<file path="src/asn_pkg.sv">
// package of constants and types for the accelerator shift and normalize control
package asn_pkg;

	// ********************************************************
	// register map
	// ********************************************************
	localparam logic [7:0] ADDR_SHIFT_CONTROL = 8'hD1;
	localparam logic [7:0] RESET_SHIFT_CONTROL = 8'h00;

	// ********************************************************
	// control register field positions
	// ********************************************************
	localparam int POS_DIRECTION = 7;
	localparam int POS_CIRCULAR = 6;
	localparam int POS_CARRY_EN = 5;
	localparam int POS_COUNT_HI = 4;
	localparam int POS_COUNT_LO = 0;
	localparam int COUNT_WIDTH = 5;

	// ********************************************************
	// reset and special values
	// ********************************************************
	localparam logic RESET_CARRY_BIT = 1'h0;
	localparam logic [4:0] COUNT_NORMALIZE = 5'h00;
	localparam logic [4:0] NORM_LIMIT = 5'h1F;
	localparam logic DIR_TOWARD_MSB = 1'h0;
	localparam int VALUE_WIDTH = 32;

	// ********************************************************
	// sequencer states
	// ********************************************************
	typedef enum logic [1:0] {
		ASN_IDLE = 2'b00,
		ASN_SHIFT = 2'b01,
		ASN_NORM = 2'b10,
		ASN_DONE = 2'b11
	} asn_state_t;

endpackage

</file>
<file path="src/asn_shift_normalize.sv">
// shift and normalize control for the arithmetic accelerator
// Behaviour
// - direction bit 0 shifts toward the msb, 1 shifts toward the lsb
// - direction bit affects shift operations only, nothing else
// - direction bit clears on system reset and on accelerator init
// - circular mode without carry mode wraps the outgoing end bit into the other end
// - without circular or carry mode the vacated end bit is filled with zero
// - circular and carry enable bits clear on system reset
// - carry mode shifts the carry into lsb on left, msb on right
// - without carry mode the carry is never an input to the value
// - without circular mode the carry bit stays unchanged during shifts
// - circular plus carry mode loads carry from bit 31 left, bit 0 right
// - the five-bit count gives 1 to 31 shift positions
// - a zero count at load normalizes the loaded value instead
// - after normalization the count field holds the shifts performed
// - count field clears on system reset and on accelerator init
// - shift carry bit survives init and op start; changed only by write, reset or circular-plus-carry shifts
// - shift and normalize results go to the first operand register
`timescale 1ns/1ps
`default_nettype none

module asn_shift_normalize #(
	parameter int WIDTH = 32
) (
	input wire logic clk_in,
	input wire logic reset_in,
	// special function register port
	input wire logic [7:0] sfr_addr_in,
	input wire logic sfr_wr_in,
	input wire logic sfr_rd_in,
	input wire logic [7:0] sfr_wdata_in,
	output logic [7:0] sfr_rdata_out,
	output logic sfr_hit_out,
	// shift carry bit held in the neighbouring control register
	input wire logic carry_wr_in,
	input wire logic carry_wdata_in,
	output logic shift_carry_bit_out,
	// accelerator sequencing
	input wire logic accel_init_in,
	input wire logic op_start_in,
	input wire logic [WIDTH-1:0] operand_in,
	output logic [WIDTH-1:0] accel_operand_a_out,
	output logic busy_out,
	output logic done_out
);

	// ********************************************************
	// one-position shift step
	// ********************************************************
	// returns {new carry, new value} for one position
	function automatic logic [WIDTH:0] shift_step(
		input logic [WIDTH-1:0] value,
		input logic carry,
		input logic dir,
		input logic circ,
		input logic carry_en
	);
		logic fill;
		logic out_bit;
		logic next_c;
		logic [WIDTH-1:0] moved;
		out_bit = (dir == asn_pkg::DIR_TOWARD_MSB) ? value[WIDTH-1] : value[0];
		if (carry_en) begin
			fill = carry;
		end else if (circ) begin
			fill = out_bit;
		end else begin
			fill = 1'b0;
		end
		if (carry_en && circ) begin
			next_c = out_bit;
		end else begin
			next_c = carry;
		end
		if (dir == asn_pkg::DIR_TOWARD_MSB) begin
			moved = {value[WIDTH-2:0], fill};
		end else begin
			moved = {fill, value[WIDTH-1:1]};
		end
		shift_step = {next_c, moved};
	endfunction

	// ********************************************************
	// normalize stop test
	// ********************************************************
	// shared by the count update and the sequencer so both agree on the last step
	function automatic logic norm_finished(
		input logic [WIDTH-1:0] v,
		input logic [4:0] count
	);
		norm_finished = v[WIDTH-1] || (v == '0) || (count == asn_pkg::NORM_LIMIT);
	endfunction

	// ********************************************************
	// state
	// ********************************************************
	logic direction_sel;
	logic circular_shift_en;
	logic carry_shift_en;
	logic [4:0] shift_count;
	logic shift_carry_bit;
	logic [WIDTH-1:0] value;
	logic [4:0] steps_left;
	logic [4:0] norm_count;
	asn_pkg::asn_state_t state;
	logic [7:0] rdata;
	logic done;

	logic next_direction_sel;
	logic next_circular_shift_en;
	logic next_carry_shift_en;
	logic [4:0] next_shift_count;
	logic next_shift_carry_bit;
	logic [WIDTH-1:0] next_value;
	logic [4:0] next_steps_left;
	logic [4:0] next_norm_count;
	asn_pkg::asn_state_t next_state;
	logic [7:0] next_rdata;
	logic next_done;

	logic ctl_write;
	logic [WIDTH:0] stepped;
	logic [7:0] ctl_image;

	assign ctl_write = sfr_wr_in && (sfr_addr_in == asn_pkg::ADDR_SHIFT_CONTROL);
	assign stepped = shift_step(value, shift_carry_bit, direction_sel,
		circular_shift_en, carry_shift_en);

	// control register as software sees it
	always_comb begin
		ctl_image = 8'h00;
		ctl_image[asn_pkg::POS_DIRECTION] = direction_sel;
		ctl_image[asn_pkg::POS_CIRCULAR] = circular_shift_en;
		ctl_image[asn_pkg::POS_CARRY_EN] = carry_shift_en;
		ctl_image[asn_pkg::POS_COUNT_HI:asn_pkg::POS_COUNT_LO] = shift_count;
	end

	// ********************************************************
	// control register next values
	// ********************************************************
	// hardware count update wins over a software write in the same cycle
	always_comb begin
		next_direction_sel = direction_sel;
		next_circular_shift_en = circular_shift_en;
		next_carry_shift_en = carry_shift_en;
		next_shift_count = shift_count;
		if (ctl_write) begin
			next_direction_sel = sfr_wdata_in[asn_pkg::POS_DIRECTION];
			next_circular_shift_en = sfr_wdata_in[asn_pkg::POS_CIRCULAR];
			next_carry_shift_en = sfr_wdata_in[asn_pkg::POS_CARRY_EN];
			next_shift_count = sfr_wdata_in[asn_pkg::POS_COUNT_HI:asn_pkg::POS_COUNT_LO];
		end
		if (state == asn_pkg::ASN_NORM && norm_finished(value, norm_count)) begin
			next_shift_count = norm_count;
		end
		if (accel_init_in) begin
			next_direction_sel = 1'b0;
			next_shift_count = asn_pkg::COUNT_NORMALIZE;
		end
	end

	// control register flops
	always_ff @(posedge clk_in) begin
		if (reset_in) begin
			direction_sel <= asn_pkg::RESET_SHIFT_CONTROL[asn_pkg::POS_DIRECTION];
			circular_shift_en <= asn_pkg::RESET_SHIFT_CONTROL[asn_pkg::POS_CIRCULAR];
			carry_shift_en <= asn_pkg::RESET_SHIFT_CONTROL[asn_pkg::POS_CARRY_EN];
			shift_count <= asn_pkg::COUNT_NORMALIZE;
		end else begin
			direction_sel <= next_direction_sel;
			circular_shift_en <= next_circular_shift_en;
			carry_shift_en <= next_carry_shift_en;
			shift_count <= next_shift_count;
		end
	end

	// ********************************************************
	// shift carry bit
	// ********************************************************
	// not touched by init or by starting an operation, only by write, reset or circular-plus-carry shift steps
	always_comb begin
		next_shift_carry_bit = shift_carry_bit;
		if (carry_wr_in) begin
			next_shift_carry_bit = carry_wdata_in;
		end
		if (state == asn_pkg::ASN_SHIFT && !accel_init_in) begin
			next_shift_carry_bit = stepped[WIDTH];
		end
	end

	always_ff @(posedge clk_in) begin
		if (reset_in) begin
			shift_carry_bit <= asn_pkg::RESET_CARRY_BIT;
		end else begin
			shift_carry_bit <= next_shift_carry_bit;
		end
	end

	// ********************************************************
	// operation sequencer
	// ********************************************************
	// one position per clock keeps the datapath small; 31 shifts take 31 cycles
	always_comb begin
		next_state = state;
		next_value = value;
		next_steps_left = steps_left;
		next_norm_count = norm_count;
		next_done = 1'b0;
		case (state)
			asn_pkg::ASN_IDLE, asn_pkg::ASN_DONE: begin
				next_state = asn_pkg::ASN_IDLE;
				if (op_start_in) begin
					next_value = operand_in;
					next_norm_count = 5'h00;
					next_steps_left = shift_count;
					if (shift_count == asn_pkg::COUNT_NORMALIZE) begin
						next_state = asn_pkg::ASN_NORM;
					end else begin
						next_state = asn_pkg::ASN_SHIFT;
					end
				end
			end
			asn_pkg::ASN_SHIFT: begin
				next_value = stepped[WIDTH-1:0];
				next_steps_left = steps_left - 5'h01;
				if (steps_left == 5'h01) begin
					next_state = asn_pkg::ASN_DONE;
					next_done = 1'b1;
				end
			end
			asn_pkg::ASN_NORM: begin
				// stop at msb set, all zero, or the count field limit
				if (norm_finished(value, norm_count)) begin
					next_state = asn_pkg::ASN_DONE;
					next_done = 1'b1;
				end else begin
					next_value = {value[WIDTH-2:0], 1'b0};
					next_norm_count = norm_count + 5'h01;
				end
			end
			default: begin
				next_state = asn_pkg::ASN_IDLE;
			end
		endcase
		// init abandons any operation in flight
		if (accel_init_in) begin
			next_state = asn_pkg::ASN_IDLE;
			next_value = '0;
			next_done = 1'b0;
		end
	end

	always_ff @(posedge clk_in) begin
		if (reset_in) begin
			state <= asn_pkg::ASN_IDLE;
			value <= '0;
			steps_left <= 5'h00;
			norm_count <= 5'h00;
			done <= 1'b0;
		end else begin
			state <= next_state;
			value <= next_value;
			steps_left <= next_steps_left;
			norm_count <= next_norm_count;
			done <= next_done;
		end
	end

	// ********************************************************
	// register read port
	// ********************************************************
	// read data is registered: valid the cycle after the read strobe
	always_comb begin
		next_rdata = 8'h00;
		if (sfr_rd_in && sfr_addr_in == asn_pkg::ADDR_SHIFT_CONTROL) begin
			next_rdata = ctl_image;
		end
	end

	always_ff @(posedge clk_in) begin
		if (reset_in) begin
			rdata <= 8'h00;
		end else begin
			rdata <= next_rdata;
		end
	end

	// ********************************************************
	// outputs
	// ********************************************************
	// the direction bit reaches only the shift step, so other results ignore it
	assign sfr_rdata_out = rdata;
	assign sfr_hit_out = (sfr_addr_in == asn_pkg::ADDR_SHIFT_CONTROL);
	assign shift_carry_bit_out = shift_carry_bit;
	assign accel_operand_a_out = value;
	assign busy_out = (state == asn_pkg::ASN_SHIFT) || (state == asn_pkg::ASN_NORM);
	assign done_out = done;

endmodule

`default_nettype wire

</file>
<file path="config.mk">
export PLATFORM = sky130hd
export DESIGN_NAME = asn_shift_normalize
export DESIGN_NICKNAME = d
export VERILOG_FILES = /design/src/asn_pkg.sv /design/src/asn_shift_normalize.sv
export SDC_FILE = /design/constraint.sdc
export NUM_CORES = 1
export LEC_CHECK = 0
export BUFFER_PORTS_ARGS = -buffer_cell sky130_fd_sc_hd__buf_2
export CORE_UTILIZATION = 52
export CTS_CLUSTER_DIAMETER = 40
export DETAILED_ROUTE_END_ITERATION = 10
export GPL_ROUTABILITY_DRIVEN = 0
export GPL_TIMING_DRIVEN = 0
export PLACE_DENSITY = 0.88
export SLEW_MARGIN = 20
export SYNTH_ARGS = -nofsm -noshare
export SYNTH_HDL_FRONTEND = slang
export SYNTH_SLANG_ARGS = --single-unit
</file>
<file path="constraint.sdc">
create_clock -name clk_in -period 2.6 [get_ports clk_in]
set_clock_uncertainty 0.2 [all_clocks]
set_input_delay 0.52 -clock clk_in [delete_from_list [all_inputs] [get_ports clk_in]]
set_output_delay 0.52 -clock clk_in [all_outputs]
set_load 0.03 [all_outputs]
</file>
==> impl_metrics.ini <==
[logic_synthesis]
ys_seq_area_frac = 0.371
synth_warnings = 0
ys_seq_elements = 62
syn_avg_cell_area_um2 = 9.12
ys_top_cells_by_count = 62 x dfxtp_1, 42 x mux2i_1, 39 x nand2_1, 30 x o211ai_1, 29 x a221o_1
synth.distinct_cells = 50
synthMuxAreaShare = 0.132
synthTopCellsByArea = dfxtp_1 37%, mux2i_1 13%, a221o_1 8.7%, o211ai_1 6.7%, nand2_1 4.4%
synth_top_area_cell = dfxtp_1
synth_compound_area_frac = 0.260
ys_async_sr_fraction = 0
synth_adder_area_share = 0.0224
yosysMostFrequentCell = dfxtp_1
syn_area_mm2 = 0.00335
synthXorXnorAreaFrac = 0
synth_top_family_by_area = compound AO/OA/AOI/OAI gates
ys.flop_type = dfxtp_1
synth_nets = 429
synth_cells = 367
synth_top_area_share = 0.371
synth_edf_count = 0
yosys.area_share.simple = 0.166

[power_and_ir_drop]
ir_worst_vdd_mv = 0.485
power.density_mw_per_mm2 = 620
p_leak_nw = 1.85

[job]
drv_cap = 0

[timing]
fin_crit_ps = 2410
max_slew_margin = 0.486
fin_crit_sh = 0.927
rsz0062_at_grt = false
maxSlewViolCount = 0
worst_pin_slew_ps = 749
hold_viol_final = 0
setup_viol = 0
fmax_mhz = 415

[cells_and_area]
drive_gt1_frac = 0.263
final_area_mm2 = 0.00416
fin_util = 0.687
area_growth_pct = 24.5
stdcell_count = 554
nets = 536
diodes = 0

[clock_network]
cts.htree.levels = 3
clk_latency_ps = 350
postCtsHoldBufs = 0
cts_setup_buffers = 0
cts_buffer_depth = 2
postCtsResizedCells = 2
cts.sinks = 62
cts_tree = done
cts_buffers = 9
root_buffer = clkbuf_8
path_clk_slew_ps = 70

[route]
routed_via_density = 6.30
drc_errors = 0
detail_route.first_pass.iterations = 5
wl_um = 9430
vias = 3491
routed.top_layer = met4
wl_per_cell_um = 17.0
drt-initial-drc-count = 282
wl_met2_um = 4570
wl_met3_um = 698
wl_met1_um = 4010
ant_nets = 0

[placement]
post-place-cells = 540
dpl.hpwl_um = 6780
numPortBuffers = 98
place_area_mm2 = 0.00393

[die]
die_w_um = 82.2
fp-row-count = 28
die_y_um = 82.2
dieArea_mm2 = 0.00676
initial_core_util = 0.552
ios = 100
coreArea_mm2 = 0.00606

[worst_hold_path]
hp-class = in -> reg

[critical_path]
critPathCaptureType = primary output
arrival_ps = 1690
critPathMaxFanout = 16
timing_worst_setup_path_type = reg -> out
critPathLaunchType = flip-flop
worstPathRequired_ps = 1880

[global_routing]
grt-ovfl-total = 0
grt_pass1_wl_um = 14800
antenna_found_initial = 0
grt_max_degree = 17
track_usage = 0.285
grt_pass1_vias = 3177

[run_status]
status = finished clean
-- through the flow --
| step | total power [W] | setup WS [ps] | hold WS [ps] | TNS (ps) |
|---|---|---|---|---|
| floorplan | 0.00143 | 399 | 264 | 0 |
| global placement | 0.00158 | -59.7 | 281 | -59.7 |
| detailed placement | 0.00159 | -121 | 298 | -121 |
| CTS | 0.00258 | 33.7 | 197 | 0 |
| global route | 0.00267 | 1.89 | 222 | 0 |
| finish | 0.00258 | 189 | 205 | 0 |
-- placed cells by master, fill, tap and decap left out, types with 3 or more instances in the layout --
| master | synthesis | layout |
|---|---|---|
| and2_1 | 11 | 11 |
| ha_1 | 6 | 5 |
| nor4_1 | 9 | 9 |
| buf_6 | 3 | 3 |
| o21a_1 | 3 | 3 |
| nand2b_1 | 5 | 5 |
| or3_1 | 3 | 3 |
| buf_2 | 0 | 98 |
| a221o_1 | 29 | 29 |
| dfxtp_1 | 62 | 62 |
| a31oi_1 | 3 | 3 |
| nand3b_1 | 3 | 3 |
| nor3_1 | 3 | 3 |
| clkbuf_8 | 0 | 12 |
| a21oi_1 | 11 | 11 |
| inv_1 | 7 | 7 |
| nand3_1 | 10 | 10 |
| nand2_1 | 39 | 39 |
| nor2_1 | 14 | 14 |
| mux2i_1 | 42 | 42 |
| clkbuf_1 | 22 | 22 |
| o211ai_1 | 30 | 30 |
| o211a_1 | 5 | 5 |
| o21ai_0 | 12 | 12 |
-- critical path: stages (launching register included) --
cell      delay (ps)
dfxtp_1          370
inv_1             60
ha_2             490
clkinv_4         200
buf_2            220
-- state kept, by name, summed over array words and instances (netlist names) --
signal	count
accel_operand_a_out	32
carry_shift_en	1
circular_shift_en	1
direction_sel	1
done_out	1
norm_count	5
sfr_rdata_out	8
shift_carry_bit_out	1
shift_count	5
state	2
steps_left	5
-- power by group --
group | switching (W) | internal, W | total (W)
Clock | 0.000380 | 0.000617 | 0.000997
Sequential | 0.0000558 | 0.000990 | 0.00105
Combinational | 0.000323 | 0.000214 | 0.000537
-- per-layer routing --
| metal | global-route usage | vias to the layer above |
|---|---|---|
| li1 | - | 1621 |
| met2 | 0.469 | 181 |
| met1 | 0.370 | 1672 |
| met5 | 0 | - |
| met4 | 0.130 | 0 |
| met3 | 0.0385 | 17 |
-- kinds of logic (layout without fill, tap and decap cells) --
logic type | Yosys count | after routing
compound gates | 109 | 109
simple gates | 109 | 109
flops | 62 | 62
mux | 44 | 44
buf+inv | 37 | 149
fa+ha+maj | 6 | 6
-- worst paths after layout --
| check | cells after the start | slack, ps | to | start |
|---|---|---|---|---|
| max reg2reg | 8 | 230 | accel_operand_a_out[25] | state[0] |
| max | 4 | 190 | busy_out | state[0] |
| min | 3 | 200 | circular_shift_en | sfr_wdata_in[6] |
| min reg2reg | 2 | 310 | accel_operand_a_out[24] | accel_operand_a_out[24] |
-- cell type report --
type	instances	area [µm²]
clock inverter	3	65.1
sequential	62	1240
tap	75	93.8
multi-input combinational	268	1950
inverter	9	38.8
timing repair buffer	98	490
buffer	26	120
fill	478	1900
clock buffer	13	169
Power figures use the tool's default switching activity.
